--- src/hw/intc_map.vh ---
// Purpose: register map, field positions and fixed values of the interrupt sequencer
// Assumes: 32-bit AXI4-Lite data, one aligned word per register
// Notes: definitions only
`ifndef INTC_MAP_VH
`define INTC_MAP_VH

`define ADDR_GLOBAL_ONE   32'h00000000
`define ADDR_GLOBAL_TWO   32'h00000004
`define ADDR_FLAGS        32'h00000008
`define ADDR_ENABLES      32'h0000000c
`define ADDR_PRIO_LO      32'h00000010
`define ADDR_PRIO_HI      32'h00000014
`define ADDR_STATUS       32'h00000018
`define ADDR_CORE         32'h0000001c
`define ADDR_PEND_VEC     32'h00000020
`define ADDR_PEND_LVL     32'h00000024

`define NUM_SRC           16
`define NUM_EXT           3
`define PRIO_W            3
`define NEST_DIS_BIT      15
`define ALT_SEL_BIT       15
`define CPL_MSB           7
`define CPL_LSB           5
`define TOP_BIT           3
`define NEST_FORCE_LEVEL  3'h7
`define VEC_FIRST         7'h08
`define DEF_TABLE_BASE    24'h000000
`define ALT_TABLE_BASE    24'h000100

`define GLOBAL_ONE_MASK   32'h0000fffe
`define GLOBAL_TWO_MASK   32'h00008007
`define GLOBAL_ONE_RESET  32'h00000000
`define GLOBAL_TWO_RESET  32'h00000000

`define RESP_OKAY         2'b00
`define RESP_SLVERR       2'b10

`endif

--- src/hw/interrupt_entry_return_sequencer.v ---
// Purpose: interrupt request gating, priority check and fixed entry and return sequencing
// Assumes: one aclk cycle is one instruction cycle; core answers fetch and pop in the same cycle
// Notes: registers over AXI4-Lite; one write and one read outstanding at most
`timescale 1ns/10ps
`include "intc_map.vh"
module interrupt_entry_return_sequencer (
	input  wire                 aclk,
	input  wire                 aresetn,
	input  wire [31:0]          awaddr,
	input  wire                 awvalid,
	output reg                  awready,
	input  wire [31:0]          wdata,
	input  wire [3:0]           wstrb,
	input  wire                 wvalid,
	output reg                  wready,
	output reg  [1:0]           bresp,
	output reg                  bvalid,
	input  wire                 bready,
	input  wire [31:0]          araddr,
	input  wire                 arvalid,
	output reg                  arready,
	output reg  [31:0]          rdata,
	output reg  [1:0]           rresp,
	output reg                  rvalid,
	input  wire                 rready,
	input  wire [`NUM_SRC-1:0]  src_event,
	input  wire [`NUM_EXT-1:0]  ext_irq_in,
	input  wire                 insn_two_cycle,
	input  wire                 latency_adder,
	input  wire                 return_from_interrupt_op,
	input  wire [23:0]          cpu_pc,
	input  wire [23:0]          fetch_data,
	input  wire [15:0]          pop_data,
	output reg                  pc_load,
	output reg  [23:0]          pc_value,
	output reg                  exec_nop,
	output reg                  vector_fetch,
	output reg  [23:0]          vector_addr,
	output reg                  stack_push,
	output reg  [15:0]          push_data,
	output reg                  stack_pop,
	output reg                  resume
);
	localparam S_IDLE  = 4'h0;
	localparam S_STALL = 4'h1;
	localparam S_E2    = 4'h2;
	localparam S_E3    = 4'h3;
	localparam S_E4    = 4'h4;
	localparam S_R1    = 4'h5;
	localparam S_R2    = 4'h6;
	localparam S_R3    = 4'h7;
	localparam S_R4    = 4'h8;

	reg  [31:0]                 global_int_control_one_ff;
	reg  [31:0]                 global_int_control_two_ff;
	reg  [`NUM_SRC-1:0]         source_enable_regs_ff;
	reg  [`NUM_SRC*`PRIO_W-1:0] source_priority_regs_ff;
	reg  [7:0]                  status_low_byte_ff;
	reg                         cpu_priority_top_bit_ff;
	reg  [6:0]                  pending_vector_number_ff;
	reg  [3:0]                  pending_level_ff;
	reg                         prio_lock_ff;
	reg  [`NUM_EXT-1:0]         ext_prev_ff;
	reg  [3:0]                  state_ff;
	reg                         two_cyc_ff;
	reg  [23:0]                 temp_pc_ff;
	reg  [7:0]                  temp_srl_ff;
	reg  [15:0]                 ret_high_ff;
	reg                         aw_hold_ff;
	reg                         w_hold_ff;
	reg  [31:0]                 awaddr_ff;
	reg  [31:0]                 wdata_ff;
	reg  [3:0]                  wstrb_ff;

	wire [`NUM_SRC-1:0]         request_flag_regs;
	wire [`NUM_SRC-1:0]         flag_set;
	wire [`NUM_SRC-1:0]         flag_clr;
	wire [`NUM_EXT-1:0]         ext_edge;
	wire [2:0]                  cpu_priority_field;
	wire                        nesting_disable;
	wire                        alternate_table_select;
	wire                        req_valid;
	wire [3:0]                  req_src;
	wire [2:0]                  req_prio;
	wire [31:0]                 prio_lo_word;
	wire [31:0]                 prio_hi_word;
	wire [23:0]                 table_base;
	wire [23:0]                 vec_addr;
	wire                        aw_fire;
	wire                        w_fire;
	wire                        ar_fire;
	wire                        do_write;
	wire                        aw_busy_nxt;
	wire                        w_busy_nxt;
	wire                        b_busy_nxt;
	wire [31:0]                 wmask;
	wire [32:0]                 wr_lookup;
	wire [32:0]                 rd_lookup;
	wire [31:0]                 merged;
	wire                        wr_status;
	wire                        hw_level_write;

	assign cpu_priority_field     = status_low_byte_ff[`CPL_MSB:`CPL_LSB];
	assign nesting_disable        = global_int_control_one_ff[`NEST_DIS_BIT];
	assign alternate_table_select = global_int_control_two_ff[`ALT_SEL_BIT];

	// external pins: polarity bit set means falling edge
	genvar g;
	generate
		for (g = 0; g < `NUM_EXT; g = g + 1) begin : g_ext
			assign ext_edge[g] = global_int_control_two_ff[g] ? (ext_prev_ff[g] & ~ext_irq_in[g]) :
			                                                    (~ext_prev_ff[g] & ext_irq_in[g]);
		end
		for (g = 0; g < 8; g = g + 1) begin : g_prio_word
			assign prio_lo_word[g*4 +: 4] = {1'b0, source_priority_regs_ff[g*3 +: 3]};
			assign prio_hi_word[g*4 +: 4] = {1'b0, source_priority_regs_ff[(g+8)*3 +: 3]};
		end
	endgenerate

	assign flag_set = src_event | {{(`NUM_SRC-`NUM_EXT){1'b0}}, ext_edge};

	function [32:0] reg_read;
		input [31:0] a;
		begin
			if (a == `ADDR_GLOBAL_ONE) begin
				reg_read = {1'b1, global_int_control_one_ff};
			end else if (a == `ADDR_GLOBAL_TWO) begin
				reg_read = {1'b1, global_int_control_two_ff};
			end else if (a == `ADDR_FLAGS) begin
				reg_read = {1'b1, 16'h0000, request_flag_regs};
			end else if (a == `ADDR_ENABLES) begin
				reg_read = {1'b1, 16'h0000, source_enable_regs_ff};
			end else if (a == `ADDR_PRIO_LO) begin
				reg_read = {1'b1, prio_lo_word};
			end else if (a == `ADDR_PRIO_HI) begin
				reg_read = {1'b1, prio_hi_word};
			end else if (a == `ADDR_STATUS) begin
				reg_read = {1'b1, 24'h000000, status_low_byte_ff};
			end else if (a == `ADDR_CORE) begin
				reg_read = {1'b1, 28'h0000000, cpu_priority_top_bit_ff, 3'h0};
			end else if (a == `ADDR_PEND_VEC) begin
				reg_read = {1'b1, 25'h0000000, pending_vector_number_ff};
			end else if (a == `ADDR_PEND_LVL) begin
				reg_read = {1'b1, 28'h0000000, pending_level_ff};
			end else begin
				reg_read = 33'h000000000;
			end
		end
	endfunction

	assign aw_fire     = awvalid & awready;
	assign w_fire      = wvalid & wready;
	assign ar_fire     = arvalid & arready;
	assign do_write    = aw_hold_ff & w_hold_ff & ~bvalid;
	assign aw_busy_nxt = (aw_hold_ff | aw_fire) & ~do_write;
	assign w_busy_nxt  = (w_hold_ff | w_fire) & ~do_write;
	assign b_busy_nxt  = do_write | (bvalid & ~bready);
	assign wmask       = {{8{wstrb_ff[3]}}, {8{wstrb_ff[2]}}, {8{wstrb_ff[1]}}, {8{wstrb_ff[0]}}};
	assign wr_lookup   = reg_read(awaddr_ff);
	assign rd_lookup   = reg_read(araddr);
	assign merged      = (wr_lookup[31:0] & ~wmask) | (wdata_ff & wmask);
	assign wr_status   = do_write && (awaddr_ff == `ADDR_STATUS);
	// writing a one to a flag bit clears it
	assign flag_clr    = (do_write && (awaddr_ff == `ADDR_FLAGS)) ? (wdata_ff[15:0] & wmask[15:0]) : 16'h0000;
	assign hw_level_write = (state_ff == S_E3) || (state_ff == S_R1);

	assign table_base = alternate_table_select ? `ALT_TABLE_BASE : `DEF_TABLE_BASE;
	assign vec_addr   = table_base + {16'h0000, pending_vector_number_ff, 1'b0};

	request_flags u_flags (
		.aclk    (aclk),
		.aresetn (aresetn),
		.set_in  (flag_set),
		.clr_in  (flag_clr),
		.flags   (request_flag_regs)
	);

	priority_resolver u_resolve (
		.pend      (request_flag_regs),
		.en        (source_enable_regs_ff),
		.prio      (source_priority_regs_ff),
		.level     ({cpu_priority_top_bit_ff, cpu_priority_field}),
		.req_valid (req_valid),
		.req_src   (req_src),
		.req_prio  (req_prio)
	);

	// bus slave handshakes
	always @(posedge aclk) begin
		if (!aresetn) begin
			aw_hold_ff <= 1'b0;
			w_hold_ff  <= 1'b0;
			awaddr_ff  <= 32'h00000000;
			wdata_ff   <= 32'h00000000;
			wstrb_ff   <= 4'h0;
			awready    <= 1'b0;
			wready     <= 1'b0;
			bvalid     <= 1'b0;
			bresp      <= `RESP_OKAY;
			arready    <= 1'b0;
			rvalid     <= 1'b0;
			rdata      <= 32'h00000000;
			rresp      <= `RESP_OKAY;
		end else begin
			if (do_write) begin
				aw_hold_ff <= 1'b0;
				w_hold_ff  <= 1'b0;
				bvalid     <= 1'b1;
				bresp      <= wr_lookup[32] ? `RESP_OKAY : `RESP_SLVERR;
			end else begin
				if (aw_fire) begin
					aw_hold_ff <= 1'b1;
					awaddr_ff  <= awaddr;
				end
				if (w_fire) begin
					w_hold_ff <= 1'b1;
					wdata_ff  <= wdata;
					wstrb_ff  <= wstrb;
				end
				if (bvalid && bready) begin
					bvalid <= 1'b0;
				end
			end
			awready <= ~aw_busy_nxt & ~b_busy_nxt;
			wready  <= ~w_busy_nxt & ~b_busy_nxt;
			if (ar_fire) begin
				rvalid <= 1'b1;
				rdata  <= rd_lookup[31:0];
				rresp  <= rd_lookup[32] ? `RESP_OKAY : `RESP_SLVERR;
			end else if (rvalid && rready) begin
				rvalid <= 1'b0;
			end
			arready <= ~(ar_fire | (rvalid & ~rready));
		end
	end

	// software-owned configuration
	integer i;
	always @(posedge aclk) begin
		if (!aresetn) begin
			global_int_control_one_ff <= `GLOBAL_ONE_RESET;
			global_int_control_two_ff <= `GLOBAL_TWO_RESET;
			source_enable_regs_ff     <= 16'h0000;
			source_priority_regs_ff   <= 48'h000000000000;
			ext_prev_ff               <= 3'h0;
		end else begin
			ext_prev_ff <= ext_irq_in;
			if (do_write && (awaddr_ff == `ADDR_GLOBAL_ONE)) begin
				global_int_control_one_ff <= merged & `GLOBAL_ONE_MASK;
			end else if (do_write && (awaddr_ff == `ADDR_GLOBAL_TWO)) begin
				global_int_control_two_ff <= merged & `GLOBAL_TWO_MASK;
			end else if (do_write && (awaddr_ff == `ADDR_ENABLES)) begin
				source_enable_regs_ff <= merged[15:0];
			end else if (do_write && (awaddr_ff == `ADDR_PRIO_LO)) begin
				for (i = 0; i < 8; i = i + 1) begin
					source_priority_regs_ff[i*3 +: 3] <= merged[i*4 +: 3];
				end
			end else if (do_write && (awaddr_ff == `ADDR_PRIO_HI)) begin
				for (i = 0; i < 8; i = i + 1) begin
					source_priority_regs_ff[(i+8)*3 +: 3] <= merged[i*4 +: 3];
				end
			end
		end
	end

	// cpu level: entry and return updates win over a software write in the same cycle
	always @(posedge aclk) begin
		if (!aresetn) begin
			status_low_byte_ff      <= 8'h00;
			cpu_priority_top_bit_ff <= 1'b0;
			prio_lock_ff            <= 1'b0;
		end else begin
			// no software path reaches the top bit, so traps stay unmaskable
			cpu_priority_top_bit_ff <= cpu_priority_top_bit_ff;
			if (state_ff == S_E3) begin
				status_low_byte_ff[`CPL_MSB:`CPL_LSB] <= nesting_disable ? `NEST_FORCE_LEVEL :
				                                                           pending_level_ff[2:0];
				prio_lock_ff <= nesting_disable;
			end else if (state_ff == S_R1) begin
				status_low_byte_ff <= pop_data[15:8];
			end else if (wr_status) begin
				status_low_byte_ff[4:0] <= merged[4:0];
				if (!prio_lock_ff) begin
					status_low_byte_ff[`CPL_MSB:`CPL_LSB] <= merged[`CPL_MSB:`CPL_LSB];
				end
			end
			if (state_ff == S_R3) begin
				prio_lock_ff <= 1'b0;
			end
		end
	end

	// entry and return sequencer; outputs are set on the edge entering the cycle they mark
	always @(posedge aclk) begin
		if (!aresetn) begin
			state_ff                 <= S_IDLE;
			two_cyc_ff               <= 1'b0;
			temp_pc_ff               <= 24'h000000;
			temp_srl_ff              <= 8'h00;
			ret_high_ff              <= 16'h0000;
			pending_vector_number_ff <= 7'h00;
			pending_level_ff         <= 4'h0;
			pc_load                  <= 1'b0;
			pc_value                 <= 24'h000000;
			exec_nop                 <= 1'b0;
			vector_fetch             <= 1'b0;
			vector_addr              <= 24'h000000;
			stack_push               <= 1'b0;
			push_data                <= 16'h0000;
			stack_pop                <= 1'b0;
			resume                   <= 1'b0;
		end else begin
			pc_load      <= 1'b0;
			exec_nop     <= 1'b0;
			vector_fetch <= 1'b0;
			stack_push   <= 1'b0;
			stack_pop    <= 1'b0;
			resume       <= 1'b0;
			case (state_ff)
			S_IDLE: begin
				if (return_from_interrupt_op) begin
					state_ff  <= S_R1;
					stack_pop <= 1'b1;
				end else if (req_valid && !hw_level_write) begin
					// cycle one: the running instruction completes, nothing is aborted
					pending_vector_number_ff <= `VEC_FIRST + {3'h0, req_src};
					pending_level_ff         <= {1'b0, req_prio};
					two_cyc_ff               <= insn_two_cycle;
					if (latency_adder) begin
						state_ff <= S_STALL;
					end else begin
						state_ff    <= S_E2;
						temp_pc_ff  <= cpu_pc;
						temp_srl_ff <= status_low_byte_ff;
						exec_nop    <= ~insn_two_cycle;
					end
				end
			end
			S_STALL: begin
				state_ff    <= S_E2;
				temp_pc_ff  <= cpu_pc;
				temp_srl_ff <= status_low_byte_ff;
				exec_nop    <= ~two_cyc_ff;
			end
			S_E2: begin
				state_ff     <= S_E3;
				pc_load      <= 1'b1;
				pc_value     <= vec_addr;
				vector_fetch <= 1'b1;
				vector_addr  <= vec_addr;
				stack_push   <= 1'b1;
				push_data    <= temp_pc_ff[15:0];
			end
			S_E3: begin
				state_ff   <= S_E4;
				pc_load    <= 1'b1;
				pc_value   <= fetch_data;
				exec_nop   <= 1'b1;
				stack_push <= 1'b1;
				push_data  <= {temp_srl_ff, temp_pc_ff[23:16]};
			end
			S_E4: begin
				state_ff <= S_IDLE;
			end
			S_R1: begin
				state_ff    <= S_R2;
				stack_pop   <= 1'b1;
				ret_high_ff <= pop_data;
			end
			S_R2: begin
				state_ff <= S_R3;
				pc_load  <= 1'b1;
				pc_value <= {ret_high_ff[7:0], pop_data};
				exec_nop <= 1'b1;
			end
			S_R3: begin
				state_ff <= S_R4;
				resume   <= 1'b1;
			end
			S_R4: begin
				state_ff <= S_IDLE;
			end
			default: begin
				state_ff <= S_IDLE;
			end
			endcase
		end
	end
endmodule

--- src/hw/request_flags.v ---
// Purpose: one sticky request flag per interrupt source
// Assumes: set_in and clr_in are one-cycle pulses synchronous to aclk
// Notes: hardware only sets, software only clears; a set beats a clear in the same cycle
`timescale 1ns/10ps
`include "intc_map.vh"
module request_flags (
	input  wire                  aclk,
	input  wire                  aresetn,
	input  wire [`NUM_SRC-1:0]   set_in,
	input  wire [`NUM_SRC-1:0]   clr_in,
	output wire [`NUM_SRC-1:0]   flags
);
	genvar i;
	generate
		for (i = 0; i < `NUM_SRC; i = i + 1) begin : g_flag
			reg flag_ff;
			always @(posedge aclk) begin
				if (!aresetn) begin
					flag_ff <= 1'b0;
				end else if (set_in[i]) begin
					flag_ff <= 1'b1;
				end else if (clr_in[i]) begin
					flag_ff <= 1'b0;
				end
			end
			assign flags[i] = flag_ff;
		end
	endgenerate
endmodule

--- src/hw/priority_resolver.v ---
// Purpose: pick the enabled pending source with the highest priority above the cpu level
// Assumes: priorities packed three bits per source, source 0 lowest
// Notes: purely combinational; ties go to the lowest source index
`timescale 1ns/10ps
`include "intc_map.vh"
module priority_resolver (
	input  wire [`NUM_SRC-1:0]          pend,
	input  wire [`NUM_SRC-1:0]          en,
	input  wire [`NUM_SRC*`PRIO_W-1:0]  prio,
	input  wire [3:0]                   level,
	output reg                          req_valid,
	output reg  [3:0]                   req_src,
	output reg  [`PRIO_W-1:0]           req_prio
);
	integer k;
	always @* begin
		req_valid = 1'b0;
		req_src   = 4'h0;
		req_prio  = 3'h0;
		// walking downward with >= lets the lower index win a tie
		for (k = `NUM_SRC - 1; k >= 0; k = k - 1) begin
			if (pend[k] && en[k] && ({1'b0, prio[k*3 +: 3]} > level) &&
			    (!req_valid || (prio[k*3 +: 3] >= req_prio))) begin
				req_valid = 1'b1;
				req_src   = k[3:0];
				req_prio  = prio[k*3 +: 3];
			end
		end
	end
endmodule

--- config.mk ---
export PLATFORM = sky130hd
export DESIGN_NAME = interrupt_entry_return_sequencer
export DESIGN_NICKNAME = d
export VERILOG_FILES = /design/src/hw/interrupt_entry_return_sequencer.v /design/src/hw/request_flags.v /design/src/hw/priority_resolver.v
export VERILOG_INCLUDE_DIRS = /design/src /design/src/hw
export SDC_FILE = /design/constraint.sdc
export NUM_CORES = 1
export LEC_CHECK = 0
export BUFFER_PORTS_ARGS = -buffer_cell sky130_fd_sc_hd__buf_2
export CORE_MARGIN = 4
export CORE_UTILIZATION = 51
export CTS_CLUSTER_SIZE = 12
export DETAILED_ROUTE_END_ITERATION = 8
export PLACE_DENSITY = 0.77
export SYNTH_ARGS = -nofsm -noshare
export SYNTH_HDL_FRONTEND = slang
export SYNTH_SLANG_ARGS = --single-unit
--- constraint.sdc ---
create_clock -name aclk -period 20.9 [get_ports aclk]
set_input_delay 1.045 -clock aclk [delete_from_list [all_inputs] [get_ports aclk]]
set_output_delay 1.045 -clock aclk [all_outputs]
set_load 0.01 [all_outputs]
==> key figures <==
Status
  • Run status: completed

STA
  • Max Slew Vio Count: 0
  • FMAX: 0.0499 GHz
  • Final hold slack: between 0.4 and 0.5 ns
  • Worst Tran Pin Value: 1.32 ns
  • Slew margin rel.: 0.116
  • Setup TNS: 0 ns
  • Setup Skew: slightly below 0.02 ns
  • Endpoints failing hold: 0
  • Tcrit/Tclk final: 0.958
  • Final Setup Violations: 0
  • Period minus WS final: about 20 ns

Floorplanning
  • Core area: 32700 sq um
  • Die area: 36400 sq um
  • Die height: 191 microns
  • Num ports: 304
  • Die width: about 190 microns
  • Starting Density: 0.520
  • # rows: between 60 and 70

Synthesis
  • Post-synthesis sequential area ratio: 0.373
  • Mapped Avg Cell Area: between 7 and 8 sq um
  • Post-synth top area share: 0.373
  • Number of flops mapped to enable cells by yosys: 0
  • FFs w/ async S/R, synth: 0
  • Distinct cells, synth: 88
  • Synth cell count leaders: nand2_1, dfxtp_1, a21oi_1, nor2_1, clkbuf_1
  • Synth area leaders: dfxtp_1, nand2_1, a21oi_1
  • Flip-flop and latch count after synthesis: 317
  • Ys flop type: dfxtp_1
  • Synthesis Warnings: 0
  • Mapped Cells: 2144
  • Most frequent cell after synthesis: nand2_1
  • Area leader, netlist: dfxtp_1
  • Mapped Area: between 15000 and 20000 sq um

CTS
  • CTS root buffer: clkbuf_16
  • Clock buffer depth: 3
  • CTS tree: yes
  • Clk sink count: 317
  • H-tree level count: 2
  • Reg clk slew, reported paths: 0.06 ns
  • Hold_buf cts: 0
  • Worst skew pair latency: 0.54 ns
  • Cts bufs inserted: 36

Critical path
  • CP Launch Type: register
  • Max incr delay on CP: slightly below 0.5 ns
  • Most frequent CP cell: ha_1
  • Worst-path fanout max: 11
  • CP Capture Type: register
  • CP required: about 21 ns
  • Crit path DAT: 20.45 ns
  • Critical-path top delay cell: a222oi_1
  • Reg2reg setup slack: roughly 0.88 ns
  • Setup Crit Path Kind: reg2reg

Global routing
  • Total track usage: 0.311
  • Vias in the first global route: 16700
  • M3 GR Usage: 0.0593
  • First-pass GRT wire length: between 90000 and 100000 microns
  • Largest net degree at the start of global routing: 104
  • Met1 usage: 0.395
  • GRT Max-Usage Layer: met2
  • Initial antenna violation count: 3
  • Met2 usage: 0.509
  • Gr ovfl total: 0

Cells and area
  • Finished Layout Cells: 2906
  • Reg area: 6350 sq um
  • # fillers: 2893
  • Area Overhead vs Synth: 20.7%
  • Layout Nets: 2718
  • Layout cells sized above 1: 0.219
  • Area taken by multi-input logic gates: 10100 sq um

Drt
  • Detailed Route WL: 59700 microns
  • Via/cell ratio: a little over 6
  • Vias: 17700
  • Post-route DRC: 0
  • DRT Pass-1 Iters: 9
  • Post-DR wirelength/cell: 20.6 microns
  • Initial DRC count: 2015
  • Routed Antenna Nets: 0

Placement
  • Post-DP HPWL: 43200 microns
  • Number of cells after detailed placement: about 2800
  • Buffers on Ports: 275
  • RD Place Congestion: 1.01

Power
  • Lkg Pwr: 7.98 nW
  • Pwr per Cell Area: 68.3 nW/um^2
  • Clock share of power: 0.428
  • Post-layout total power: roughly 1.4 mW
  • Internal power: between 1 and 1.5 mW
  • Worst IR Drop VDD: ~0.074 mV
  • Register share of total power: 0.468
  • Switching portion of total power: 0.265
  • Combinational share of power: 0.104
  • Switching power: 0.372 mW

Min path
  • Hold WC Path Type: reg2reg

Flow run
  • Max Cap Viol: 0
## final timing paths
kind,start,endpoint,cells past startpoint
worst max register to register,status_low_byte_ff[6]$_SDFFE_PN0P_,pending_vector_number_ff[3]$_SDFFE_PN0P_,104
worst min register to register,awaddr_ff[0]$_SDFFE_PN0P_,awaddr_ff[0]$_SDFFE_PN0P_,2
worst max-delay path,status_low_byte_ff[6]$_SDFFE_PN0P_,pending_vector_number_ff[3]$_SDFFE_PN0P_,104
worst min-delay path,awaddr_ff[0]$_SDFFE_PN0P_,awaddr_ff[0]$_SDFFE_PN0P_,2
## per-stage QoR
stage / instance area, sq um / utilization / worst slack (ns)
2_1_floorplan: 17100 / - / 1.05
3_3_place_gp: 19100 / 0.585 / 0.582
3_5_place_dp: 19100 / 0.585 / 0.248
4_1_cts: 20200 / 0.619 / 0.167
5_1_grt: 20500 / 0.628 / -0.206
6_report: 20500 / 0.628 / 0.878
## power groups by stage
stage / clock, mW / combinational (mW) / sequential, mW
2_1_floorplan: 0 / 0.0956 / 0.659
3_3_place_gp: 0 / 0.140 / 0.667
3_5_place_dp: 0 / 0.144 / 0.668
4_1_cts: 0.603 / 0.145 / 0.656
5_1_grt: 0.627 / 0.161 / 0.659
6_report: 0.600 / 0.146 / 0.657
## routing by layer
layer | wire length [microns] | part of all wire
met1 | 23600 | 0.39
met2 | 27500 | 0.46
met3 | 5400 | 0.090
met4 | 3250 | 0.054
met5 | 27 | 0.00045
## flip-flops by register name, indices dropped and copies added, names as in the netlist, 5 cells and up
name / flops
temp_srl_ff: 8
rdata: 28
source_priority_regs_ff: 48
global_int_control_one_ff: 15
awaddr_ff: 32
u_flags.g_flag.flag_ff: 16
source_enable_regs_ff: 16
wdata_ff: 28
ret_high_ff: 8
pc_value: 24
status_low_byte_ff: 8
temp_pc_ff: 24
pending_vector_number_ff: 5
vector_addr: 6
push_data: 16
## final cells by class
cell class / instances / share of cell area
Inverter: 51 / 0.00969
Tap cell: 442 / 0.0269
Timing Repair Buffer: 385 / 0.108
Clock inverter: 8 / 0.00341
Clock buffer: 52 / 0.0502
Sequential cell: 317 / 0.309
Multi-Input combinational cell: 1648 / 0.492
Antenna cell: 3 / 0.000366
## worst max-delay path, delay by kind of cell, from the launching register on
family | cells | cell delay, ns
AND/OR/NAND/NOR | 32 | 4.31
buffers and inverters | 4 | 0.52
flip-flops | 1 | 0.38
adder cells (fa/ha/maj) | 16 | 4.43
AO/OA/AOI/OAI | 48 | 8.95
multiplexers | 4 | 1.33
## kinds of logic (layout without fill, tap and decap cells)
group           count (synthesis)  in the layout  synth area share
buf+inv                       202            496            0.0501
fa+ha+maj                      86             86            0.0632
flops                         317            317             0.373
other cells                     1             27          0.000220
mux                           107            107            0.0661
xor+xnor                        1              1          0.000515
compound gates                586            586             0.228
simple gates                  844            844             0.219
## placed cells by master (no fill, tap or decap), types with 15 or more instances in the layout
cell type	instances
nand2_1	365
dfxtp_1	313
buf_2	275
a21oi_1	255
nor2_1	240
buf_4	108
ha_1	85
mux2i_1	82
o21ai_0	52
inv_1	50
nor3_1	40
a211oi_1	40
clkbuf_16	36
a222oi_1	33
nand3_1	31
conb_1	24
nor2b_1	23
nand2b_1	23
mux2_2	21
and3_1	18
a21o_1	17
nor4_1	17
and2_1	15
a221oi_1	15
## what timing repair did
action,CTS,global route
setup buffers,0,14
gates resized for setup,0,50
setup endpoints to repair,0,8
(Power assumes the default switching activity.)
